`src/shared/ptc_pkg.sv`:
```
// Constants and types for the player transport control block
package ptc_pkg;
   localparam int CLK_PERIOD_NS = 10;
   localparam int POS_TICK_NS = 1000000;
   localparam int MS_CYCLES = POS_TICK_NS / CLK_PERIOD_NS;
   localparam int FF_SPEED = 2;
   localparam int TEXT_IN_CHARS = 16;
   localparam int NAME_CHARS = 11;
   localparam int STATE_CHARS = 8;
   localparam int TIME_DIGITS = 6;
   localparam logic [2:0] CODE_FIRST = 3'h0;
   localparam logic [2:0] CODE_LAST = 3'h6;
   localparam logic [23:0] POS_ZERO = 24'h000000;
   localparam logic [7:0] TRACK_FIRST = 8'h00;
   localparam logic [63:0] TXT_IDLE = "IDLE    ";
   localparam logic [63:0] TXT_PLAY = "PLAY    ";
   localparam logic [63:0] TXT_RPT = "REPEAT  ";
   localparam logic [63:0] TXT_FF = "FAST FWD";
   localparam logic [63:0] TXT_REV = "REVERSE ";

   typedef enum logic [2:0] {
      ACT_UP = 3'h0,
      ACT_DOWN = 3'h1,
      ACT_PLAY = 3'h2,
      ACT_RPT = 3'h3,
      ACT_FF = 3'h4,
      ACT_REV = 3'h5,
      ACT_STOP = 3'h6
   } ptc_act_t;

   typedef enum logic [1:0] {
      SEL_SONG = 2'h0,
      SEL_DIR = 2'h1,
      SEL_LIST = 2'h2
   } ptc_sel_t;

   typedef struct packed {
      logic [7:0] track_count;
      logic [23:0] track_len;
      ptc_sel_t sel_kind;
      logic [8*TEXT_IN_CHARS-1:0] artist;
      logic [8*TEXT_IN_CHARS-1:0] title;
   } ptc_meta_t;

   typedef struct packed {
      logic [2:0] code;
      logic [8*STATE_CHARS-1:0] state_txt;
      logic [8*NAME_CHARS-1:0] artist;
      logic [8*NAME_CHARS-1:0] title;
      logic [4*TIME_DIGITS-1:0] time_ms;
   } ptc_disp_t;
endpackage

```
`src/rtl/ptc_transport.sv`:
```
// Transport control state machine with selector input and display fields
`timescale 1ns/100ps
`default_nettype none

module ptc_transport
   import ptc_pkg::*;
#(
   parameter int MS_CNT = MS_CYCLES,
   parameter int SPEED = FF_SPEED
)
(
   input wire logic ref_clk, // 100 MHz clock
   input wire logic rst_n, // Asynchronous reset, active low
   input wire logic rot_fwd_pin, // Selector step forward, level toggles per detent
   input wire logic rot_back_pin, // Selector step backward, level toggles per detent
   input wire logic press_pin, // Selector press, high while pressed
   input wire ptc_meta_t meta, // Current selection data
   output ptc_disp_t disp, // Display fields
   output logic [2:0] state_code, // Transport state number
   output logic [7:0] track, // Selected track index
   output logic [23:0] pos_ms, // Track position, BCD ms
   output logic audio_en, // Audio produced
   output logic enter_dir, // Pulse: open selected directory
   output logic activate_list // Pulse: selected playlist made active
);
   typedef enum logic [2:0] {ST_IDLE, ST_PLAY, ST_RPT, ST_FF, ST_REV} ptc_state_t;

   localparam int FAST_CNT = (MS_CNT / SPEED < 1) ? 1 : MS_CNT / SPEED;
   localparam int CW = $clog2(MS_CNT + 1);

   function automatic logic [23:0] bcd_step(input logic [23:0] v, input logic up);
      logic [23:0] r;
      logic carry;
      r = v;
      carry = 1'b1;
      for (int i = 0; i < TIME_DIGITS; i++)
      begin
         if (carry)
         begin
            if (up)
            begin
               carry = (r[4*i +: 4] == 4'h9);
               r[4*i +: 4] = carry ? 4'h0 : r[4*i +: 4] + 4'h1;
            end
            else
            begin
               carry = (r[4*i +: 4] == 4'h0);
               r[4*i +: 4] = carry ? 4'h9 : r[4*i +: 4] - 4'h1;
            end
         end
      end
      return r;
   endfunction

   logic [2:0] sync_fwd, sync_back, sync_press;
   ptc_state_t state, next_state;
   logic [2:0] code;
   logic [CW-1:0] tick_cnt;
   logic [23:0] next_pos;
   logic [7:0] next_track;

   // Second stage feeds third stage only for edge detection
   always_ff @(posedge ref_clk or negedge rst_n)
   begin
      if (!rst_n)
      begin
         sync_fwd <= 3'h0;
         sync_back <= 3'h0;
         sync_press <= 3'h0;
      end
      else
      begin
         sync_fwd <= {sync_fwd[1:0], rot_fwd_pin};
         sync_back <= {sync_back[1:0], rot_back_pin};
         sync_press <= {sync_press[1:0], press_pin};
      end
   end

   wire step_fwd = sync_fwd[1] ^ sync_fwd[2];
   wire step_back = sync_back[1] ^ sync_back[2];
   wire press_ev = sync_press[1] & ~sync_press[2];
   wire ptc_act_t act = ptc_act_t'(code);
   wire moving = (state == ST_FF) || (state == ST_REV);
   wire playing = (state == ST_PLAY) || (state == ST_RPT);
   wire [CW-1:0] tick_last = moving ? CW'(FAST_CNT - 1) : CW'(MS_CNT - 1);
   wire tick = (tick_cnt >= tick_last);
   wire at_end = (pos_ms == meta.track_len);
   wire at_start = (pos_ms == POS_ZERO);
   wire [7:0] last_track = meta.track_count - 8'h01;
   wire is_song = (meta.sel_kind == SEL_SONG);
   wire do_act = press_ev && (state == ST_IDLE);
   wire ptc_act_t idle_act = act;

   wire [2:0] code_up = (code == CODE_LAST) ? CODE_FIRST : code + 3'h1;
   wire [2:0] code_dn = (code == CODE_FIRST) ? CODE_LAST : code - 3'h1;
   wire [7:0] trk_up = (track >= last_track) ? TRACK_FIRST : track + 8'h01;
   wire [7:0] trk_dn = (track == TRACK_FIRST) ? last_track : track - 8'h01;

   // Next state from the pressed action and the end conditions
   always_comb
   begin
      next_state = state;
      if (press_ev)
      begin
         case (state)
            ST_IDLE:
            begin
               case (act)
                  ACT_PLAY: next_state = is_song ? ST_PLAY : ST_IDLE;
                  ACT_RPT: next_state = ST_RPT;
                  ACT_FF: next_state = ST_FF;
                  ACT_REV: next_state = ST_REV;
                  default: next_state = ST_IDLE;
               endcase
            end
            ST_PLAY, ST_RPT:
            begin
               case (act)
                  ACT_PLAY: next_state = ST_PLAY;
                  ACT_RPT: next_state = ST_RPT;
                  ACT_FF: next_state = ST_FF;
                  ACT_REV: next_state = ST_REV;
                  ACT_STOP: next_state = ST_IDLE;
                  default: next_state = state;
               endcase
            end
            ST_FF, ST_REV:
            begin
               case (act)
                  ACT_PLAY: next_state = ST_PLAY;
                  ACT_RPT: next_state = ST_RPT;
                  ACT_FF: next_state = (state == ST_FF) ? ST_IDLE : ST_FF;
                  ACT_REV: next_state = (state == ST_REV) ? ST_IDLE : ST_REV;
                  ACT_STOP: next_state = ST_IDLE;
                  default: next_state = state;
               endcase
            end
            default: next_state = ST_IDLE;
         endcase
      end
      else
      begin
         case (state)
            ST_PLAY: next_state = at_end ? ST_IDLE : ST_PLAY;
            ST_FF: next_state = at_end ? ST_IDLE : ST_FF;
            ST_REV: next_state = at_start ? ST_IDLE : ST_REV;
            default: next_state = state;
         endcase
      end
   end

   // Position: rewinds on stop from idle, play or repeat, on track change and repeat loop; steps on ticks
   always_comb
   begin
      next_pos = pos_ms;
      next_track = track;
      if (do_act && (idle_act == ACT_UP))
      begin
         next_track = trk_up;
         next_pos = POS_ZERO;
      end
      else if (do_act && (idle_act == ACT_DOWN))
      begin
         next_track = trk_dn;
         next_pos = POS_ZERO;
      end
      else if (do_act && (idle_act == ACT_STOP))
         next_pos = POS_ZERO;
      else if (press_ev && playing && (act == ACT_STOP))
         next_pos = POS_ZERO;
      else if (press_ev)
         next_pos = pos_ms;
      else if ((state == ST_RPT) && at_end)
         next_pos = POS_ZERO;
      else if (tick && (state == ST_RPT || state == ST_PLAY || state == ST_FF) && !at_end)
         next_pos = bcd_step(pos_ms, 1'b1);
      else if (tick && (state == ST_REV) && !at_start)
         next_pos = bcd_step(pos_ms, 1'b0);
   end

   always_ff @(posedge ref_clk or negedge rst_n)
   begin
      if (!rst_n)
         code <= CODE_FIRST;
      else if (step_fwd && !step_back)
         code <= code_up;
      else if (step_back && !step_fwd)
         code <= code_dn;
   end

   // Fast states use a shorter tick period for double speed
   always_ff @(posedge ref_clk or negedge rst_n)
   begin
      if (!rst_n)
         tick_cnt <= '0;
      else if (tick || press_ev)
         tick_cnt <= '0;
      else
         tick_cnt <= tick_cnt + CW'(1);
   end

   always_ff @(posedge ref_clk or negedge rst_n)
   begin
      if (!rst_n)
      begin
         state <= ST_IDLE;
         pos_ms <= POS_ZERO;
         track <= TRACK_FIRST;
         audio_en <= 1'b0;
         enter_dir <= 1'b0;
         activate_list <= 1'b0;
      end
      else
      begin
         state <= next_state;
         pos_ms <= next_pos;
         track <= next_track;
         audio_en <= (next_state == ST_PLAY) || (next_state == ST_RPT);
         enter_dir <= do_act && (idle_act == ACT_PLAY) && (meta.sel_kind == SEL_DIR);
         activate_list <= do_act && (idle_act == ACT_PLAY) && (meta.sel_kind == SEL_LIST);
      end
   end

   wire [63:0] state_txt = (state == ST_PLAY) ? TXT_PLAY :
                           (state == ST_RPT) ? TXT_RPT :
                           (state == ST_FF) ? TXT_FF :
                           (state == ST_REV) ? TXT_REV : TXT_IDLE;
   wire [8*NAME_CHARS-1:0] title_cut = meta.title[8*TEXT_IN_CHARS-1 -: 8*NAME_CHARS];
   wire [8*NAME_CHARS-1:0] artist_cut = meta.artist[8*TEXT_IN_CHARS-1 -: 8*NAME_CHARS];

   always_ff @(posedge ref_clk or negedge rst_n)
   begin
      if (!rst_n)
      begin
         disp <= '0;
         state_code <= 3'h0;
      end
      else
      begin
         disp <= {code, state_txt, artist_cut, title_cut, pos_ms};
         state_code <= 3'(state);
      end
   end
endmodule

`default_nettype wire

```
`config.mk`:
```
export PLATFORM = sky130hd
export DESIGN_NAME = ptc_transport
export DESIGN_NICKNAME = d
export VERILOG_FILES = /design/src/shared/ptc_pkg.sv /design/src/rtl/ptc_transport.sv
export SDC_FILE = /design/constraint.sdc
export NUM_CORES = 1
export LEC_CHECK = 0
export ABC_AREA = 1
export BUFFER_PORTS_ARGS = -buffer_cell sky130_fd_sc_hd__buf_2
export CORE_AREA = 2 2 234 236
export CTS_CLUSTER_DIAMETER = 120
export DETAILED_ROUTE_END_ITERATION = 10
export DIE_AREA = 0 0 236 238
export PLACE_DENSITY = 0.46
export SYNTH_ARGS = -nofsm -noshare
export SYNTH_HDL_FRONTEND = slang
export SYNTH_SLANG_ARGS = --single-unit
```
`constraint.sdc`:
```
create_clock -name ref_clk -period 2.8 [get_ports ref_clk]
set_clock_uncertainty 0.1 [all_clocks]
set_input_delay 0.28 -clock ref_clk [delete_from_list [all_inputs] [get_ports ref_clk]]
set_output_delay 0.28 -clock ref_clk [all_outputs]
set_load 0.01 [all_outputs]
```
==> flow_metrics.tcl, run 1 <==
set metrics [dict create \
    cts_root_buf "clkbuf_16" \
    track_usage 0.160 \
    netlist.top_cell.by_area "dfrtp_1" \
    fin_nets 2263 \
    post-synth-top-count-cell "dfrtp_1" \
    dieArea_um2 56200 \
    ctsLongestPathBuffers 3 \
    crit_chain "buf_6, nand2_4, nand2_4, buf_6, ha_1, nand3_1, nor2_2, nand2_1, nor2_1, nor2_2, nand2_2, nand3_4, buf_12, inv_6, nand3_1, nand2_1, inv_2, buf_4, nand3_1, nand2_1" \
    syn_to_final_growth_pct 59.2 \
    placed_cells 2387 \
    io_buffers 496 \
    ys_types 40 \
    fmax_mhz 366 \
    cts_tree "built" \
    power_leakage_uw 0.00976 \
    synthTopCellsByArea "dfrtp_1 62%, nand2_1 7.9%, ha_1 4.9%" \
    power.total_uw 15400 \
    synth_top_flop_cell "dfrtp_1" \
    grt_max_degree 64 \
    grt_pass1_wl_um 67400 \
    drv_cap 0 \
    dp_hpwl_um 36100 \
    fin_crit_ns 2.73 \
    synth_top_area_share 0.616 \
    hold_class "input port to flip-flop" \
    syn_inst 1163 \
    intPower_uw 10000 \
    htree_num_levels 2 \
    whs_ns 0.0998 \
    swShare 0.350 \
    timing.slew.headroom 0.600 \
    vias_per_cell 4.04 \
    ys_ff_latch 291 \
    fillerInstances 5443 \
    worst_pin_slew_ns 0.599 \
    crit_arrival_ns 3.07 \
    std_cell_rows 85 \
    postRouteAntennaNets 0 \
    power_density_nw_per_um2 819 \
    async_reset_ff_frac 1.00 \
    avgSynthCellArea_um2 10.2 \
    drv_slew 0 \
    end_kind "flip-flop" \
    stdcell_count 2648 \
    numCtsBuffers 38 \
    synth_adder_area_share 0.0487 \
    path_class "flip-flop to flip-flop" \
    worstPathMaxFanout 6 \
    core_area_um2 53500 \
    synth_commonest_cells "291 x dfrtp_1, 250 x nand2_1, 104 x nor2_1" \
    cts_sinks 291 \
    antenna_found_initial 13 \
    synth_edf_count 0 \
    outcome "completed" \
    p_clk_frac 0.320 \
    num_vias 10698 \
    pwr-share-seq 0.344 \
    synth_mux_area_frac 0 \
    clkTransAtPathRegs_ns 0.05 \
    drc 0 \
    io_pins 600 \
    synth_top_family_by_area "simple AND/OR/NAND/NOR gates" \
    finalSetupViolCount 0 \
    startpoint_type "flip-flop" \
    crit_path_max_incr_delay_ns 0.42 \
    worst_ir_drop_vdd_v 0.000439 \
    synthXorXnorAreaFrac 0.0200 \
    first_global_vias 10845 \
    start_util 0.221 \
    first_iter_violations 460 \
    hold_viol 0 \
    yosys_warnings 0 \
    p_switching_uw 5390 \
    critPathSlowestCell "dfrtp_1" \
    rsz0062_at_grt "true" \
    drive_gt1_frac 0.373 \
    gp_congestion 0.850 \
    syn_area_um2 11800 \
    overflow 0 \
    p_comb_frac 0.336 \
    tns_ns 0 \
    dr.pass1.iters 5 \
    yosys.area_share.simple 0.180 \
    crit_required_ns 3.13 \
    synth-seq-area-share 0.616 \
    drt-total-wl_um 46300 \
    post-route-period-util 0.977 \
    synth_compound_area_frac 0.0541 \
    die_w_um 236 \
    die_h_um 238 \
    insertion_delay_ns 0.55 \
    wl_per_cell_um 17.5 \
]
==> path summary, 6_finish.rpt <==
path / start / endpoint / slack, ns / cells past startpoint
hold reg to reg: sync_fwd[0] / sync_fwd[1] / 0.25 / 0
setup / recovery: state[2] / pos_ms[12] / 0.07 / 20
setup reg to reg: state[2] / pos_ms[12] / 0.07 / 20
hold / removal: meta[282] / track[0] / 0.1 / 4
min in group asynchronous: rst_n / sync_press[0] / 0.19 / 2
max in group asynchronous: rst_n / disp[114] / 1.53 / 3
==> logic make-up (layout without fill, tap and decap cells) <==
group                    count (synthesis)  after routing
XOR/XNOR                                27             27
AO/OA/AOI/OAI                          116            116
buffers and inverters                  196            957
AND/OR/NAND/NOR                        485            485
flip-flops                             291            291
other                                    2             30
adder cells (fa/ha/maj)                 46             46
==> what timing repair did <==
action	CTS	global route
hold buffers	183	0
setup endpoints to repair	22	26
gates resized for setup	4	40
pin swaps	1	12
endpoints found under the hold margin	237	0
gates cloned	1	2
setup buffers	0	5
==> metal layers <==
layer  vias to the layer above  wire length, um  global-route usage
met5                         -               13                   0
met3                        70             3620              0.0546
li1                       5168                -                   -
met2                       373            23500               0.282
met4                         2             1110              0.0492
met1                      5085            18000               0.183
==> worst max-delay path, delay by kind of cell (launching register included) <==
| family | cells | cell delay (ns) |
|---|---|---|
| DFF | 1 | 0.42 |
| adders and majority gates | 1 | 0.26 |
| and+or+nand+nor | 13 | 1.11 |
| buffers and inverters | 6 | 0.72 |
==> placed cells by master (no fill, tap or decap), drive strengths merged, types with 5 or more instances in the layout <==
cell type and n:
xnor2 6, o211ai 8, buf 577, conb 24, a21oi 39, o21ai 52, xor2 21, nand2 251
ha 46, nor3 21, nor3b 5, inv 134, nand4 15, dlygate4sd3 183, diode 6, dfrtp 291
clkbuf 57, a31oi 10, nor2 111, nand3 73
==> flip-flops by register name, indices dropped and copies added (netlist names) <==
register,count
disp,221
pos_ms,24
tick_cnt,17
track,8
act,3
state,3
state_code,3
sync_back,3
sync_fwd,3
sync_press,3
activate_list,1
audio_en,1
enter_dir,1
==> power by group through the flow <==
stage / Sequential (uW) / Combinational (uW) / Clock (uW)
after floorplan: 5610 / 2490 / 0
after global placement: 5350 / 4770 / 0
after detailed placement: 5360 / 4780 / 0
after CTS: 5300 / 5090 / 5110
after global routing: 5380 / 5790 / 5300
final: 5290 / 5180 / 4930
==> metrics by stage <==
stage | area (um2) | util | setup slack, ns
floorplan | 11900 | - | 0.0405
global placement | 15400 | 0.288 | -0.140
detailed placement | 15400 | 0.288 | -0.133
CTS | 18600 | 0.347 | 0.0205
global route | 18800 | 0.352 | -0.103
finish | 18800 | 0.352 | 0.0652
==> area by class of cell <==
class                      count  area (um2)  share of cell area
antenna                        6        15.0            0.000798
clock inverter                 9         121             0.00645
clock buffer                  55        1150              0.0609
multi-input combinational    698        3790               0.202
inverter                     131         499              0.0265
tap                          696         871              0.0463
timing repair buffer         762        5080               0.270
sequential                   291        7280               0.387
Power figures use the tool's default switching activity.
==> run 2: changes to the inputs <==
- CTS_BUF_LIST: not set -> sky130_fd_sc_hd__clkbuf_8
==> run 2 against run 1 <==
Effect of this change:
- non-clock buffer count up 1
- critical path depth unchanged
- power down 3.9%
- cell area about the same
- combinational power up 0.8%
- register-to-register slack worse by 0.04 ns
- final cell count up 1.3%
- critical endpoint is now pos_ms[17]
- largest power group unchanged
==> flow_metrics.tcl, run 2 (synthesized netlist as in run 1, its figures left out) <==
set metrics [dict create \
    outcome "completed" \
    tns_ns 0 \
    hold_class "input port to flip-flop" \
    crit_chain "inv_2, nor2_4, nand2_2, nand2_4, buf_6, ha_1, nand2_2, nor2_2, nand2_1, nor2_2, nor2_4, nand2_4, nand3_4, buf_12, buf_4, nand2_1, nand2_1, nor2_1, nand3_1, nand2_1" \
    first_global_vias 11001 \
    worst_pin_slew_ns 0.593 \
    path_class "flip-flop to flip-flop" \
    antenna_found_initial 15 \
    drv_slew 0 \
    cts_tree "built" \
    crit_buf_inv 4 \
    fin_nets 2280 \
    worst_ir_drop_vdd_v 0.000407 \
    insertion_delay_ns 0.63 \
    drv_cap 0 \
    numCtsBuffers 54 \
    dpl_worst_slack_ns -0.133 \
    clkTransAtPathRegs_ns 0.06 \
    cpLargestDelayFamily "simple AND/OR/NAND/NOR gates" \
    power_leakage_uw 0.00979 \
    htree_num_levels 2 \
    drt-total-wl_um 46700 \
    crit_required_ns 3.25 \
    crit_path_max_incr_delay_ns 0.41 \
    path_common_cell "nand2_1" \
    dr.pass1.iters 5 \
    end_kind "flip-flop" \
    dieArea_um2 56200 \
    ff2ff_setup_slack_ns 0.03 \
    grt_pass1_wl_um 67800 \
    die_h_um 238 \
    drive_gt1_frac 0.385 \
    worst_slack_ns 0.0260 \
    post-route-period-util 0.991 \
    startpoint_type "flip-flop" \
    vias_per_cell 4.04 \
    finalSetupViolCount 0 \
    dp_hpwl_um 36100 \
    overflow 0 \
    cts_root_buf "clkbuf_8" \
    layout_commonest_cell "buf_2" \
    r2r_end "pos_ms[17]" \
    postRouteAntennaNets 0 \
    start_util 0.221 \
    syn_to_final_growth_pct 59.1 \
    power_density_nw_per_um2 787 \
    cts_sinks 291 \
    first_iter_violations 461 \
    min_delay_path_depth 5 \
    io_buffers 496 \
    layout_common_cells "495 x buf_2, 291 x dfrtp_1, 233 x nand2_1" \
    fin_crit_ns 2.77 \
    core_area_um2 53500 \
    gp_congestion 0.850 \
    track_usage 0.161 \
    reg2regPathDepth 20 \
    reg_top3 "disp: 221 flops, pos_ms: 24 flops, tick_cnt: 17 flops" \
    timing.slew.headroom 0.604 \
    drc 0 \
    ctsLongestPathBuffers 3 \
    critPathSlowestCell "dfrtp_1" \
    r2r-start "state[0]" \
    hp-start "meta[286]" \
    die_w_um 236 \
    whs_endpoint "track[4]" \
    largest_reg_flops 221 \
    grt_max_degree 64 \
    hold_viol 0 \
    regMostFlops "disp" \
    std_cell_rows 85 \
    io_pins 600 \
    worstPathMaxFanout 7 \
    postLayoutCoreUtil 0.352 \
    crit_arrival_ns 3.23 \
    rsz0062_at_grt "true" \
    num_vias 10835 \
    fmax_mhz 360 \
    wl_per_cell_um 17.4 \
]
## run 2: cell count changes in the layout (fill, tap and decap cells not counted), moves of 3 or more
cell	change
inv_1	+10
ha_1	-3
nand2_1	-4
ha_4	+3
nor2_1	-3
clkbuf_16	-39
diode_2	+4
clkbuf_1	-5
clkbuf_8	+63
## run 2: timing repair
item | CTS | global route
resized for setup | 4 | 60
pin swaps | 1 | 22
endpoints found under the setup margin | 22 | 27
gates cloned | 1 | 2
hold endpoints to repair | 418 | 0
hold buffers | 185 | 0
setup buffers | 0 | 4
## run 2: layout make-up
| type | instances | area (um2) |
|---|---|---|
| Antenna cell | 10 | 25.0 |
| Clock buffer | 74 | 1020 |
| Clock inverter | 20 | 135 |
| Fill cell | 5480 | 34700 |
| Inverter | 131 | 499 |
| Multi-Input combinational cell | 698 | 3880 |
| Sequential cell | 291 | 7280 |
| Tap cell | 696 | 871 |
| Timing Repair Buffer | 763 | 5090 |
## run 2: worst max-delay path by stage
stage          slack, ns    endpoint  cells after the start  startpoint
2_1_floorplan       0.04  pos_ms[16]                     18    state[2]
3_3_place_gp       -0.14  pos_ms[23]                     14    state[2]
3_5_place_dp       -0.13  pos_ms[23]                     14    state[2]
4_1_cts             0.02   pos_ms[4]                     20    state[2]
5_1_grt            -0.16  pos_ms[17]                     20    state[0]
6_report            0.03  pos_ms[17]                     20    state[0]
## run 2: through the flow
stage | hold slack [ns] | total power, uW | instance area [um2] | cells
global route | 0.0900 | 15900 | 18800 | 2682
finish | 0.0873 | 14800 | 18800 | 2683
CTS | 0.0134 | 14900 | 18500 | 2667
floorplan | -0.116 | 8100 | 11900 | 1185
global placement | 0.188 | 10100 | 15400 | 2387
detailed placement | 0.186 | 10100 | 15400 | 2387
## run 2: tightest hold or removal path: stages
cell and delay, ns:
buf_2 0.11, xnor2_1 0.15, a21oi_1 0.07, o21ai_0 0.07, a31oi_1 0.08
## run 2: power by group
group / leakage, uW / internal, uW / total (uW) / switching (uW)
logic: 0.00569 / 2160 / 5220 / 3060
clock network: 0.000640 / 2430 / 4280 / 1850
registers: 0.00346 / 4830 / 5290 / 461
total: 0.00979 / 9420 / 14800 / 5380
## run 2: per-layer routing
metal  vias up  track usage  part of all wire
li1       5211            -                 -
met1      5142        0.179              0.38
met2       389        0.283              0.51
met3        89       0.0539             0.077
met4         4       0.0616             0.028
met5         -       0.0104            0.0019
